**src/core/scr_pkg.sv**
```systemverilog
// Constants and register map of the sensor configuration register group.
// Assumes a serial front end (SPI or I2C) that turns host frames into one-cycle register strobes.
// Contract
// - Width select bit clear gives 12-bit data field, set gives 16-bit.
// - CRC length 00 is 8-bit poly, 01 is 4-bit x^4+1, 1x is x^3+x+1.
// - 8-bit CRC seeds FFh when seed field zero, else 0000 and seed field.
// - 4-bit CRC seeds 1010 or field; 3-bit seeds 111 or low three bits.
// - New CRC length takes effect for both directions from the next SPI command.
// - New CRC seed takes effect for both directions from the next SPI command.
// - Identity register resets to 00h; reading 00h returns the product code.
// - Client address 00h means I2C address 60h, and reads return 60h.
// - Non-zero client address: low seven bits are the address, full byte reads back.
// - Client address register is readable in SPI and I2C mode.
// - Writes changing filter or content registers reset the DSP path; data undefined meanwhile.
// - Filter code 0010 is 800 Hz, 0011 is 1000 Hz; others flag a status error.
// - Power-on reset returns the filter selection to 1000 Hz.
// - Source-0 words carry pressure for selector 01, temperature for 11.
// - Source-1 words follow their own content selector.
// - Source-1 selector uses the source-0 encoding.
// - Content register is readable and writable in SPI and I2C mode.
// - Identity, address, filter, content registers are covered by array error detection.
package scr_pkg;
  localparam logic [7:0] ADDR_FRAME_CFG = 8'h3D;
  localparam logic [7:0] ADDR_IDENTITY = 8'h3E;
  localparam logic [7:0] ADDR_CLIENT = 8'h3F;
  localparam logic [7:0] ADDR_FILTER = 8'h40;
  localparam logic [7:0] ADDR_CONTENT = 8'h42;

  localparam int FRAME_WIDTH_BIT = 6;
  localparam int CRC_LEN_LSB = 4;
  localparam int CRC_SEED_LSB = 0;
  localparam int LOWPASS_LSB = 4;
  localparam int SRC0_SEL_LSB = 5;
  localparam int SRC1_SEL_LSB = 2;

  localparam logic [7:0] RST_FRAME_CFG = 8'h00;
  localparam logic [7:0] RST_IDENTITY = 8'h00;
  localparam logic [7:0] RST_CLIENT = 8'h00;
  localparam logic [7:0] RST_FILTER = 8'h30;
  localparam logic [7:0] RST_CONTENT = 8'h00;

  localparam logic [6:0] DEFAULT_CLIENT_ADDR = 7'h60;
  localparam logic [7:0] DEFAULT_CLIENT_READ = 8'h60;

  localparam logic [3:0] LPF_800HZ = 4'h2;
  localparam logic [3:0] LPF_1000HZ = 4'h3;

  localparam logic [1:0] SEL_PRESSURE = 2'h1;
  localparam logic [1:0] SEL_TEMPERATURE = 2'h3;

  localparam logic [1:0] CRC_LEN_8 = 2'h0;
  localparam logic [1:0] CRC_LEN_4 = 2'h1;
  localparam logic [7:0] CRC8_POLY = 8'h2F;
  localparam logic [7:0] CRC4_POLY = 8'h01;
  localparam logic [7:0] CRC3_POLY = 8'h03;
  localparam logic [7:0] CRC8_SEED_DEF = 8'hFF;
  localparam logic [7:0] CRC4_SEED_DEF = 8'h0A;
  localparam logic [7:0] CRC3_SEED_DEF = 8'h07;
  localparam logic [3:0] CRC_BITS_8 = 4'h8;
  localparam logic [3:0] CRC_BITS_4 = 4'h4;
  localparam logic [3:0] CRC_BITS_3 = 4'h3;

  localparam int CLK_MHZ = 10;
  localparam int DSP_INIT_TIME_US = 100;
  localparam int DSP_INIT_CYCLES = DSP_INIT_TIME_US * CLK_MHZ;
endpackage

```
**src/core/scr_crc_if.sv**
```systemverilog
// Bundle between the register core and the CRC setting latch.
// Assumes both ends share mclk and the synchronised reset.
`timescale 1ns/1ps
interface scr_crc_if;
  logic [1:0] len_sel;
  logic [3:0] seed_field;
  logic width_sel;
  logic cmd_start;
  logic [7:0] poly;
  logic [7:0] seed;
  logic [3:0] crc_bits;
  logic width_16;
  modport core (output len_sel, output seed_field, output width_sel, output cmd_start,
    input poly, input seed, input crc_bits, input width_16);
  modport latch (input len_sel, input seed_field, input width_sel, input cmd_start,
    output poly, output seed, output crc_bits, output width_16);
endinterface

```
**src/core/scr_crc_latch.sv**
```systemverilog
// Holds the SPI frame settings in force for the current command.
// Assumes cmd_start pulses once as each SPI command begins, on mclk.
`timescale 1ns/1ps
module scr_crc_latch (
  input wire logic mclk,
  input wire logic rst_sync_b,
  scr_crc_if.latch crc
);
  import scr_pkg::*;

  // Settings only move at a command boundary so a frame never mixes two polynomials
  always_ff @(posedge mclk or negedge rst_sync_b) begin
    if (!rst_sync_b) begin
      crc.poly <= CRC8_POLY;
      crc.seed <= CRC8_SEED_DEF;
      crc.crc_bits <= CRC_BITS_8;
      crc.width_16 <= 1'b0;
    end else if (crc.cmd_start) begin
      crc.width_16 <= crc.width_sel;
      unique case (crc.len_sel)
        CRC_LEN_8: begin
          crc.poly <= CRC8_POLY;
          crc.crc_bits <= CRC_BITS_8;
          crc.seed <= (crc.seed_field == 4'h0) ? CRC8_SEED_DEF : {4'h0, crc.seed_field};
        end
        CRC_LEN_4: begin
          crc.poly <= CRC4_POLY;
          crc.crc_bits <= CRC_BITS_4;
          crc.seed <= (crc.seed_field == 4'h0) ? CRC4_SEED_DEF : {4'h0, crc.seed_field};
        end
        default: begin
          crc.poly <= CRC3_POLY;
          crc.crc_bits <= CRC_BITS_3;
          crc.seed <= (crc.seed_field == 4'h0) ? CRC3_SEED_DEF : {5'h00, crc.seed_field[2:0]};
        end
      endcase
    end
  end
endmodule

```
**src/core/scr_regs.sv**
```systemverilog
// Top of the sensor configuration register group: registers, read substitution, DSP restart, data routing.
// Assumes the serial front end gives one-cycle register strobes on mclk and pulses cmd_start per SPI command.
`timescale 1ns/1ps
module scr_regs #(
  parameter int INIT_CYCLES = scr_pkg::DSP_INIT_CYCLES,
  parameter logic [7:0] PRODUCT_ID = 8'h5A // Arbitrary value
) (
  input wire logic mclk,
  input wire logic rst_b,
  input wire logic spi_mode,
  input wire logic reg_wr,
  input wire logic reg_rd,
  input wire logic [7:0] reg_addr,
  input wire logic [7:0] reg_wdata,
  input wire logic cmd_start,
  input wire logic [15:0] pressure_in,
  input wire logic [15:0] temperature_in,
  input wire logic sample_valid,
  output logic [7:0] reg_rdata,
  output logic reg_rvalid,
  output logic [6:0] client_addr,
  output logic width_16,
  output logic [7:0] crc_poly,
  output logic [7:0] crc_seed,
  output logic [3:0] crc_bits,
  output logic [3:0] lowpass_select,
  output logic lowpass_error,
  output logic dsp_restart,
  output logic dsp_ready,
  output logic array_error,
  output logic [15:0] sensor_output_word0,
  output logic [15:0] sensor_output_word1
);
  import scr_pkg::*;

  logic rst_meta_b;
  logic rst_sync_b;
  logic [7:0] serial_frame_config;
  logic [7:0] identity_readback;
  logic [7:0] client_address;
  logic [7:0] filter_config;
  logic [7:0] data_content_config;
  logic [4:0] par;
  logic [31:0] init_count;
  logic wr_frame;
  logic wr_ident;
  logic wr_client;
  logic wr_filter;
  logic wr_content;
  logic [1:0] source0_content_select;
  logic [1:0] source1_content_select;
  logic [7:0] next_rdata;

  scr_crc_if crc ();

  function automatic logic [15:0] pick_word(input logic [1:0] sel, input logic [15:0] p, input logic [15:0] t);
    unique case (sel)
      SEL_PRESSURE: pick_word = p;
      SEL_TEMPERATURE: pick_word = t;
      default: pick_word = 16'h0000;
    endcase
  endfunction

  function automatic logic par_ok(input logic [7:0] v, input logic p);
    par_ok = ((^v) == p);
  endfunction

  // Reset released through two flops; assertion stays asynchronous
  always_ff @(posedge mclk or negedge rst_b) begin
    if (!rst_b) begin
      rst_meta_b <= 1'b0;
      rst_sync_b <= 1'b0;
    end else begin
      rst_meta_b <= 1'b1;
      rst_sync_b <= rst_meta_b;
    end
  end

  assign wr_frame = reg_wr && reg_addr == ADDR_FRAME_CFG;
  assign wr_ident = reg_wr && reg_addr == ADDR_IDENTITY;
  assign wr_client = reg_wr && reg_addr == ADDR_CLIENT;
  assign wr_filter = reg_wr && reg_addr == ADDR_FILTER;
  assign wr_content = reg_wr && reg_addr == ADDR_CONTENT;
  assign source0_content_select = data_content_config[SRC0_SEL_LSB +: 2];
  assign source1_content_select = data_content_config[SRC1_SEL_LSB +: 2];

  // Writes are accepted in either serial mode
  always_ff @(posedge mclk or negedge rst_sync_b) begin
    if (!rst_sync_b) begin
      serial_frame_config <= RST_FRAME_CFG;
      identity_readback <= RST_IDENTITY;
      client_address <= RST_CLIENT;
      filter_config <= RST_FILTER;
      data_content_config <= RST_CONTENT;
    end else begin
      if (wr_frame) begin
        serial_frame_config <= reg_wdata;
      end
      if (wr_ident) begin
        identity_readback <= reg_wdata;
      end
      if (wr_client) begin
        client_address <= reg_wdata;
      end
      if (wr_filter) begin
        filter_config <= reg_wdata;
      end
      if (wr_content) begin
        data_content_config <= reg_wdata;
      end
    end
  end

  // Check bits written with each register; an upset in the array then shows as a mismatch
  always_ff @(posedge mclk or negedge rst_sync_b) begin
    if (!rst_sync_b) begin
      par <= {^RST_CONTENT, ^RST_FILTER, ^RST_CLIENT, ^RST_IDENTITY, ^RST_FRAME_CFG};
    end else begin
      if (wr_frame) begin
        par[0] <= ^reg_wdata;
      end
      if (wr_ident) begin
        par[1] <= ^reg_wdata;
      end
      if (wr_client) begin
        par[2] <= ^reg_wdata;
      end
      if (wr_filter) begin
        par[3] <= ^reg_wdata;
      end
      if (wr_content) begin
        par[4] <= ^reg_wdata;
      end
    end
  end

  // Sticky until reset: software cannot trust the array once it has been corrupted
  always_ff @(posedge mclk or negedge rst_sync_b) begin
    if (!rst_sync_b) begin
      array_error <= 1'b0;
    end else if (!par_ok(serial_frame_config, par[0]) || !par_ok(identity_readback, par[1])
        || !par_ok(client_address, par[2]) || !par_ok(filter_config, par[3])
        || !par_ok(data_content_config, par[4])) begin
      array_error <= 1'b1;
    end
  end

  // Read data; the client address answers in both modes, so spi_mode plays no part
  always_comb begin
    next_rdata = 8'h00;
    unique case (reg_addr)
      ADDR_FRAME_CFG: next_rdata = serial_frame_config;
      ADDR_IDENTITY: next_rdata = (identity_readback == 8'h00) ? PRODUCT_ID : identity_readback;
      ADDR_CLIENT: next_rdata = (client_address == 8'h00) ? DEFAULT_CLIENT_READ
        : client_address;
      ADDR_FILTER: next_rdata = filter_config;
      ADDR_CONTENT: next_rdata = data_content_config;
      default: next_rdata = 8'h00;
    endcase
  end

  always_ff @(posedge mclk or negedge rst_sync_b) begin
    if (!rst_sync_b) begin
      reg_rdata <= 8'h00;
      reg_rvalid <= 1'b0;
    end else begin
      reg_rvalid <= reg_rd;
      if (reg_rd) begin
        reg_rdata <= next_rdata;
      end
    end
  end

  always_ff @(posedge mclk or negedge rst_sync_b) begin
    if (!rst_sync_b) begin
      client_addr <= DEFAULT_CLIENT_ADDR;
      lowpass_select <= RST_FILTER[LOWPASS_LSB +: 4];
      lowpass_error <= 1'b0;
    end else begin
      client_addr <= (client_address == 8'h00) ? DEFAULT_CLIENT_ADDR : client_address[6:0];
      lowpass_select <= filter_config[LOWPASS_LSB +: 4];
      lowpass_error <= filter_config[LOWPASS_LSB +: 4] != LPF_800HZ
        && filter_config[LOWPASS_LSB +: 4] != LPF_1000HZ;
    end
  end

  // Only a real change restarts the DSP; rewriting the same value leaves data flowing
  always_ff @(posedge mclk or negedge rst_sync_b) begin
    if (!rst_sync_b) begin
      dsp_restart <= 1'b0;
      dsp_ready <= 1'b0;
      init_count <= 32'(INIT_CYCLES);
    end else if ((wr_filter && reg_wdata != filter_config) || (wr_content && reg_wdata != data_content_config)) begin
      dsp_restart <= 1'b1;
      dsp_ready <= 1'b0;
      init_count <= 32'(INIT_CYCLES);
    end else begin
      dsp_restart <= 1'b0;
      if (init_count != 32'h0) begin
        init_count <= init_count - 32'h1;
      end
      dsp_ready <= init_count <= 32'h1;
    end
  end

  // Words read as zero while the path re-initialises, which covers a host that ignores the wait
  always_ff @(posedge mclk or negedge rst_sync_b) begin
    if (!rst_sync_b) begin
      sensor_output_word0 <= 16'h0000;
      sensor_output_word1 <= 16'h0000;
    end else if (!dsp_ready) begin
      sensor_output_word0 <= 16'h0000;
      sensor_output_word1 <= 16'h0000;
    end else if (sample_valid) begin
      sensor_output_word0 <= pick_word(source0_content_select, pressure_in, temperature_in);
      sensor_output_word1 <= pick_word(source1_content_select, pressure_in, temperature_in);
    end
  end

  assign crc.len_sel = serial_frame_config[CRC_LEN_LSB +: 2];
  assign crc.seed_field = serial_frame_config[CRC_SEED_LSB +: 4];
  assign crc.width_sel = serial_frame_config[FRAME_WIDTH_BIT];
  assign crc.cmd_start = cmd_start && spi_mode;
  assign crc_poly = crc.poly;
  assign crc_seed = crc.seed;
  assign crc_bits = crc.crc_bits;
  assign width_16 = crc.width_16;

  scr_crc_latch u_crc_latch (
    .mclk(mclk),
    .rst_sync_b(rst_sync_b),
    .crc(crc.latch)
  );
endmodule

```
**config.mk**
```make
export PLATFORM = sky130hd
export DESIGN_NAME = scr_regs
export DESIGN_NICKNAME = d
export VERILOG_FILES = /design/src/core/scr_pkg.sv /design/src/core/scr_crc_if.sv /design/src/core/scr_crc_latch.sv /design/src/core/scr_regs.sv
export SDC_FILE = /design/constraint.sdc
export NUM_CORES = 1
export LEC_CHECK = 0
export BUFFER_PORTS_ARGS = -buffer_cell sky130_fd_sc_hd__buf_4
export CORE_UTILIZATION = 40
export DETAILED_ROUTE_END_ITERATION = 8
export SLEW_MARGIN = 20
export SYNTH_ARGS = -nofsm -noshare
export SYNTH_HDL_FRONTEND = slang
export SYNTH_SLANG_ARGS = --single-unit
```
**constraint.sdc**
```tcl
create_clock -name mclk -period 4.2 [get_ports mclk]
set_clock_uncertainty 0.05 [all_clocks]
set_input_delay 0.42 -clock mclk [delete_from_list [all_inputs] [get_ports mclk]]
set_output_delay 0.42 -clock mclk [all_outputs]
set_load 0.1 [all_outputs]
```
== Word level (Yosys, flattened, before mapping) ==
Cells that the tools add are included.

* Input port bits: 55
* Register bits after elaboration: 156

* Reduce and logical (&&, ||, !) cells: 31
* Equal/unequal tests: 20
* Magnitude comparators: 1
* Add/subtract/negate cells: 1
* Multiplexer cells: 20

{| class="wikitable"
|+ Operators with widths
! cell !! number
|-
| 2-to-1 mux 16 bit || 4
|-
| 2-to-1 mux 32 bit || 2
|-
| case mux 16 bit (2 select lines) || 2
|-
| parity 8 bit || 6
|-
| case mux 8 bit (5 select lines) || 1
|-
| less-or-equal comparator 32 x 1 -> 1 bit (second input constant) || 1
|-
| nonzero test 32 bit || 1
|-
| subtractor 32 x 1 -> 32 bit (second input constant) || 1
|-
| == test 8 x 6 -> 1 bit (second input constant) || 3
|-
| 2-to-1 mux 8 bit || 3
|-
| == test 8 x 7 -> 1 bit (second input constant) || 2
|-
| zero test 8 bit || 2
|-
| != test 8 bit || 2
|-
| case mux 8 bit (2 select lines) || 1
|-
| case mux 6 bit (2 select lines) || 1
|-
| logical AND 1 bit || 9
|-
| != test 4 x 2 -> 1 bit (second input constant) || 2
|-
| case mux 4 bit (2 select lines) || 1
|-
| 2-to-1 mux 7 bit || 1
|-
| == test 2 x 1 -> 1 bit (second input constant) || 3
|-
| == test 1 bit || 5
|-
| zero test 1 bit || 5
|-
| logical OR 1 bit || 5
|-
| == test 2 bit (second input constant) || 2
|-
| other kinds (7) || 8
|}

== Logic depth before layout (Yosys ltp) ==
Gate-level depths: netlist (run 1).

* Depth after elaboration: 7
* Gate-level depth with buffers: 8
* Gate-level depth less buffers: 7

== Modules after synthesis ==
From an unflattened synthesis (run 1), not the netlist that was laid out.

* Cells, all modules: 686
* Area, all modules: 7493.4 µm²

{| class="wikitable"
|+ Modules (own cells, without submodules)
! module !! sequential area each (µm²) !! area an instance (µm²) !! cells each !! instances
|-
| scr_regs || 3393.3 || 6980.4 || 639 || 1
|-
| scr_crc_latch || 259.0 || 513.0 || 47 || 1
|}

== Worst setup path before layout (run 1) ==
OpenSTA, ideal clock, no wires.

* Path kind: register to register
* Start point: reg init_count[0]
* End point: reg init_count[28]
* Setup time: 0.078 ns
* Period minus slack after synthesis: 2.514 ns
* Path buffers: 0
* Arrival time: 2.386 ns
* Stages on the path, launching flop included: 8
* Slack: 1.686 ns
* Cell sequence: dfrtp_1 -> inv_1 -> ha_1 -> nor3b_1 -> nand3_1 -> or4b_1 -> or4_1 -> a21oi_1

* Cells in the longest elaborated chain, start to end: 3
* Elaborated cells between the ends (all ways): 5
* Those cells by class: add/sub: 1; mux: 2; reduce/logical: 2

{| class="wikitable"
|+ Ends and longest elaborated chain
! what !! RTL line !! source
|-
| start: declaration || scr_regs.sv:44 || <nowiki>logic [31:0] init_count;</nowiki>
|-
| start signal: assignment || scr_regs.sv:192 || <nowiki>init_count <= 32'(INIT_CYCLES);</nowiki>
|-
| start signal: assignment || scr_regs.sv:196 || <nowiki>init_count <= 32'(INIT_CYCLES);</nowiki>
|-
| start signal: assignment || scr_regs.sv:200 || <nowiki>init_count <= init_count - 32'h1;</nowiki>
|-
| subtractor 32 x 1 -> 32 bit || scr_regs.sv:200 ||
|-
| 2-to-1 mux 32 bit || scr_regs.sv:199 || <nowiki>if (init_count != 32'h0) begin</nowiki>
|-
| 2-to-1 mux 32 bit || scr_regs.sv:193 || <nowiki>end else if ((wr_filter && reg_wdata != filter_config) || (wr_content && reg_wdata != data_content_config)) be ...</nowiki>
|}

Parallel ways exist; a longest one is shown, timed or not. The select of a mux whose other input is x is not followed.
A chain may end at the register's enable or synchronous reset.

== Worst setup path after layout (run 1) ==
* Start point: reg init_count[0]
* End point: reg init_count[5]

The elaborated chain is that of the path after synthesis.

==> results of run 1 <==
## flip-flops by register name, indices dropped and copies added, names as in the netlist, 2 cells and up
name	cells
filter_config	8
client_addr	7
u_crc_latch.crc.crc_bits	2
u_crc_latch.crc.seed	5
par	5
init_count	32
sensor_output_word1	16
sensor_output_word0	16
serial_frame_config	8
reg_rdata	8
data_content_config	8
lowpass_select	4
client_address	8
u_crc_latch.crc.poly	2
identity_readback	8
## cell families (layout without fill, tap and decap cells)
| kind of cell | Yosys count | after routing | synth area share, % |
|---|---|---|---|
| AO/OA/AOI/OAI | 137 | 137 | 12.3 |
| XOR/XNOR | 52 | 52 | 6.14 |
| adder cells (fa/ha/maj) | 20 | 20 | 3.37 |
| buffers and inverters | 79 | 193 | 4.69 |
| flip-flops | 145 | 145 | 49.3 |
| multiplexers | 72 | 72 | 10.5 |
| other | 2 | 5 | 0.101 |
| AND/OR/NAND/NOR | 189 | 189 | 13.6 |
## power by group through the flow
| stage | logic, mW | clock network (mW) | registers [mW] |
|---|---|---|---|
| global route | 0.934 | 1.63 | 1.73 |
| CTS | 0.871 | 1.57 | 1.71 |
| global placement | 0.845 | 0 | 1.72 |
| detailed placement | 0.866 | 0 | 1.73 |
| floorplan | 0.495 | 0 | 1.89 |
| finish | 0.866 | 1.53 | 1.71 |
## per-stage QoR
step	total power, mW	hold slack (ns)	cell area [sq um]	cells
floorplan	2.38	0.0744	7430	699
global placement	2.57	0.152	8490	1009
detailed placement	2.60	0.155	8490	1009
CTS	4.15	0.165	9100	1042
global route	4.29	0.170	9100	1042
finish	4.11	0.179	9100	1042
## worst max-delay path, cell delays in order, from the launching register on
cell	delay, ns
dfrtp_1	0.43
inv_1	0.13
ha_1	0.22
nor3b_1	0.56
nand3_1	0.32
nor4_2	0.83
nor4_1	0.07
or3_1	0.34
## timing repair
action | CTS | global route
hold buffers | 1 | 0
gates resized for setup | 0 | 0
hold endpoints to repair | 2 | 0
## placed cells by master (no fill, tap or decap), types with 7 or more instances in the layout
cell	n
buf_4	129
dfrtp_1	125
nand2_1	60
mux2_2	48
xnor2_1	44
o21ai_0	41
nor2_1	35
a21oi_1	31
inv_1	30
mux2i_1	24
ha_1	20
dfstp_2	19
or3_1	18
clkbuf_16	17
a22oi_1	16
o211a_1	16
nor3_1	11
nand4_1	8
or4_1	8
o31ai_1	8
xor2_1	8
nand3_1	7
## path summary, 6_finish.rpt
check,start,slack (ns),endpoint
worst max-delay path,init_count[0],1.18,init_count[5]
worst min-delay path,reg_rd,0.18,reg_rvalid
worst max register to register,init_count[0],1.18,init_count[5]
worst min register to register,rst_meta_b,0.30,rst_sync_b
max in group asynchronous,rst_sync_b,2.73,u_crc_latch.crc.seed[0]
min in group asynchronous,rst_b,0.27,rst_meta_b
## per-layer routing
metal | routed length [microns] | vias to the layer above | share of wire (%)
li1 | - | 2684 | -
met1 | 8060 | 2799 | 45
met2 | 9020 | 130 | 50
met3 | 847 | 15 | 4.7
met4 | 165 | 0 | 0.91
met5 | 0 | - | 0
## layout make-up
| cell class | instances | area [sq um] |
|---|---|---|
| Fill cell | 1627 | 8980 |
| Timing Repair Buffer | 131 | 998 |
| Clock inverter | 11 | 138 |
| Sequential cell | 145 | 3660 |
| Tap cell | 229 | 287 |
| Clock buffer | 21 | 460 |
| Inverter | 30 | 113 |
| Multi-Input combinational cell | 475 | 3450 |
==> impl_metrics.yaml, run 1 <==
setup_path:
  critPathLaunchType: "flop"
  worst_ep_required_time_ns: 4.49
  worstSetupPathType: "flop to flop"
  arrival_ns: 3.32
  reg2regPathDepth: 7
  path_max_fanout: 12
  crit_path_end_kind: "flop"
synthesis:
  ys_seq_area_share_pct: 49.3
  synthTopCellsByArea: "dfrtp_1 43%, mux2_2 7.3%, dfstp_2 6.7%"
  yosysMostFrequentCell: "dfrtp_1"
  synth_cells: 696
  synthArstFlopShare_pct: 100
  ys_types: 58
  synthFlopType: "dfrtp_1"
  synth_common_cells: "126 x dfrtp_1, 60 x nand2_1, 48 x mux2_2"
  synth_area_sq_mm: 0.00741
  synth_top_area_cell: "dfrtp_1"
  avgSynthCellArea_sq_um: 10.7
  synth_edf_count: 0
  synth_seq_cells: 145
  yosys.area.top_type_share_pct: 42.5
  yosysWarnings: 0
sta:
  hold_violations: 0
  fin_crit_sh_pct: 72.0
  final.min_clock_period_ns: 3.02
  rsz0062_at_grt: "no"
  fmax_ghz: 0.331
  maxSlewViolCount: 0
  finalSetupViolCount: 0
  slew_headroom_pct: 32.1
  worst_slack_ns: 1.18
  fin_setup_tns_ns: 0
  worst_pin_slew_ns: 1.01
grt:
  grt_pass1_vias: 5794
  grt_antenna_before_repair: 0
  grt_max_degree: 80
  track_usage_pct: 20.0
  met2_usage_pct: 34.3
  grtUsageMet1_pct: 24.5
  use_met3_pct: 5.54
  busiest_layer: "met2"
  grt_pass1_wl_microns: 30100
  grt-ovfl-total: 0
place:
  io_buffer_count: 127
  dp_hpwl_microns: 12800
  gp_congestion: 0.851
  dpl_worst_slack_ns: 1.19
die:
  die_w_microns: 138
  die_height_microns: 138
  num_rows: 49
  core_sq_mm: 0.0181
  start_util_pct: 41.0
  die-area_sq_mm: 0.0191
  num_io_pins: 132
cts:
  cts-root-buf: "clkbuf_16"
  cts_tree: "done"
  clk_pin_slew_ns: 0.06
  clockBufferDepth: 2
  numCtsBuffers: 17
  cts_sinks: 145
  cts_max_level: 4
  insertion_delay_ns: 0.42
  post-cts-setup-buffers: 0
detailed_routing:
  antenna_left: 0
  firstDrtPassIters: 9
  routedWlPerCell_microns: 17.4
  drc: 18
  drt-total-wl_microns: 18100
  drt_iter0_drc: 370
  via_per_inst: 5.40
  vias: 5628
cells_and_area:
  drive_gt1_share_pct: 30.0
  area_growth_pct: 22.8
  final_net_count: 875
  final_core_util_pct: 50.3
  diodes: 0
power:
  p_leak_nw: 4.17
  internal-power_mw: 2.82
  switching_share_pct: 31.4
  pwr-share-clk_pct: 37.2
  seq_power_share_pct: 41.7
  comb_power_share_pct: 21.1
  p_per_area_mw_per_mm2: 451
  power.net_switching_mw: 1.29
  peakVddDrop_uv: 316
job:
  maxCapViolCount: 0
min_path:
  holdPathStages: 1
  hp-class: "input port to flop"
status:
  outcome: "finished with violations"
  failed_checks: "design-rule violations"
No activity file was read; power rests on OpenSTA's default activity.
==> run 2: changes to the inputs <==
==> constraint.sdc (replaced) <==
create_clock -name mclk -period 2.52 [get_ports mclk]
set_clock_uncertainty 0.05 [all_clocks]
set_input_delay 0.252 -clock mclk [delete_from_list [all_inputs] [get_ports mclk]]
set_output_delay 0.252 -clock mclk [all_outputs]
set_load 0.1 [all_outputs]
==> impl_metrics.yaml, run 2 (synthesis results as in run 1) <==
status:
  outcome: "finished with violations"
  failed_checks: "design-rule violations"
cells_and_area:
  fill_cells: 1617
  top_regs: "init_count: 32 flops, sensor_output_word0: 16 flops, sensor_output_word1: 16 flops"
  final_common_cell: "buf_4"
  largest-register: "init_count"
  largest_reg_flops: 32
  final_net_count: 898
  final_core_util_pct: 51.6
  final_cell_mix: "150 x buf_4, 125 x dfrtp_1, 60 x nand2_1"
  finalInstanceArea_sq_mm: 0.00934
  drive_gt1_share_pct: 32.3
  diodes: 0
  area_growth_pct: 25.9
power:
  comb_power_share_pct: 22.3
  p_per_area_mw_per_mm2: 752
  seq_power_share_pct: 40.4
  power.net_switching_mw: 2.18
  pwr-share-clk_pct: 37.3
  peakVddDrop_uv: 466
  p_leak_nw: 4.28
  switching_share_pct: 31.0
  internal-power_mw: 4.84
place:
  dp_hpwl_microns: 12900
  io_buffer_count: 127
  gp_congestion: 0.834
  dpl_worst_slack_ns: -0.00876
  place_area_sq_mm: 0.00866
sta:
  final.min_clock_period_ns: 2.44
  maxSlewViolCount: 0
  fin_crit_sh_pct: 96.6
  slew_headroom_pct: 54.1
  fmax_ghz: 0.411
  hold_violations: 0
  worst_slack_ns: 0.0848
  worst_pin_slew_ns: 0.683
  finalSetupViolCount: 0
die:
  start_util_pct: 41.0
  core_sq_mm: 0.0181
  num_rows: 49
  die_w_microns: 138
  die-area_sq_mm: 0.0191
  num_io_pins: 132
  die_height_microns: 138
min_path:
  hp-class: "input port to flop"
  min_from: "reg_rd"
cts:
  numCtsBuffers: 17
  insertion_delay_ns: 0.41
  cts_sinks: 145
  clockBufferDepth: 2
  cts_max_level: 4
  cts-root-buf: "clkbuf_16"
  cts_tree: "done"
  clk_pin_slew_ns: 0.06
grt:
  grt_pass1_wl_microns: 29800
  grt_antenna_before_repair: 0
  track_usage_pct: 19.5
  grt-ovfl-total: 0
  grt_max_degree: 50
  grt_pass1_vias: 5792
setup_path:
  r2r_start: "init_count[1]"
  path_max_fanout: 5
  worst_ep_required_time_ns: 2.80
  arrival_ns: 2.72
  crit_start: "init_count[1]"
  critPathLaunchType: "flop"
  worstSetupPathType: "flop to flop"
  crit_path_end_kind: "flop"
detailed_routing:
  drt-total-wl_microns: 17800
  drc: 18
  antenna_left: 0
  via_per_inst: 5.31
  drt_iter0_drc: 273
  firstDrtPassIters: 6
  vias: 5650
  routedWlPerCell_microns: 16.7
job:
  maxCapViolCount: 0
## run 2: cell types whose count changed in the layout (fill, tap and decap cells not counted), sizes merged
cell | previous run | this run
clkinvlp | 0 | 3
clkinv | 8 | 3
clkbuf | 21 | 23
buf | 130 | 153
## run 2: power by group through the flow
stage	sequential [mW]	clock, mW	combinational [mW]
after floorplan	3.15	0	0.825
after global placement	2.84	0	1.50
after detailed placement	2.86	0	1.53
after CTS	2.82	2.69	1.54
after global routing	2.87	2.80	1.69
final	2.83	2.62	1.57
## run 2: per-layer routing
metal  vias up  global-route usage, %  share of wire, %
met5         -                      0                 0
met4         0                   6.21              0.69
met3        12                   4.02               4.3
met2       127                   33.8                50
met1      2786                   24.4                45
li1       2725                      -                 -
## run 2: final cells by class
type / count / area, sq um / area share, %
tap: 229 / 287 / 3.07
timing repair buffer: 154 / 1200 / 12.8
clock buffer: 23 / 488 / 5.23
sequential: 145 / 3660 / 39.2
multi-input combinational: 475 / 3470 / 37.1
clock inverter: 9 / 131 / 1.41
inverter: 30 / 113 / 1.21
## run 2: timing repair
action,in CTS,in global routing
cloned,0,0
endpoints found under the hold margin,2,0
resized for setup,1,6
setup buffers,0,2
endpoints found under the setup margin,2,11
hold buffers,1,0
## run 2: final timing paths
path                                                end  slack [ns]  depth (start not counted)
worst max-delay path                     init_count[14]        0.08                          7
worst min-delay path                         reg_rvalid        0.02                          1
worst max register to register           init_count[14]        0.08                          7
worst min register to register           client_addr[0]        0.24                          0
max in group asynchronous       u_crc_latch.crc.poly[1]        1.44                          1
min in group asynchronous                    rst_sync_b        0.11                          2
## run 2: metrics by stage
| step | hold slack [ns] | power, mW | TNS [ns] | cells |
|---|---|---|---|---|
| 3_3_place_gp | -0.0146 | 4.34 | 0 | 1030 |
| 6_report | 0.0230 | 7.02 | 0 | 1065 |
| 2_1_floorplan | -0.0936 | 3.97 | 0 | 699 |
| 5_1_grt | 0.00890 | 7.36 | -0.000689 | 1065 |
| 3_5_place_dp | -0.0138 | 4.39 | -0.00876 | 1030 |
| 4_1_cts | 0.00153 | 7.05 | 0 | 1063 |
## run 2: worst max-delay path, stage by stage (launching register included)
cell	delay [ns]
dfrtp_1	0.41
inv_2	0.10
ha_4	0.15
or4b_1	0.44
or4_4	0.43
or3_1	0.33
or3_1	0.31
a21oi_1	0.14
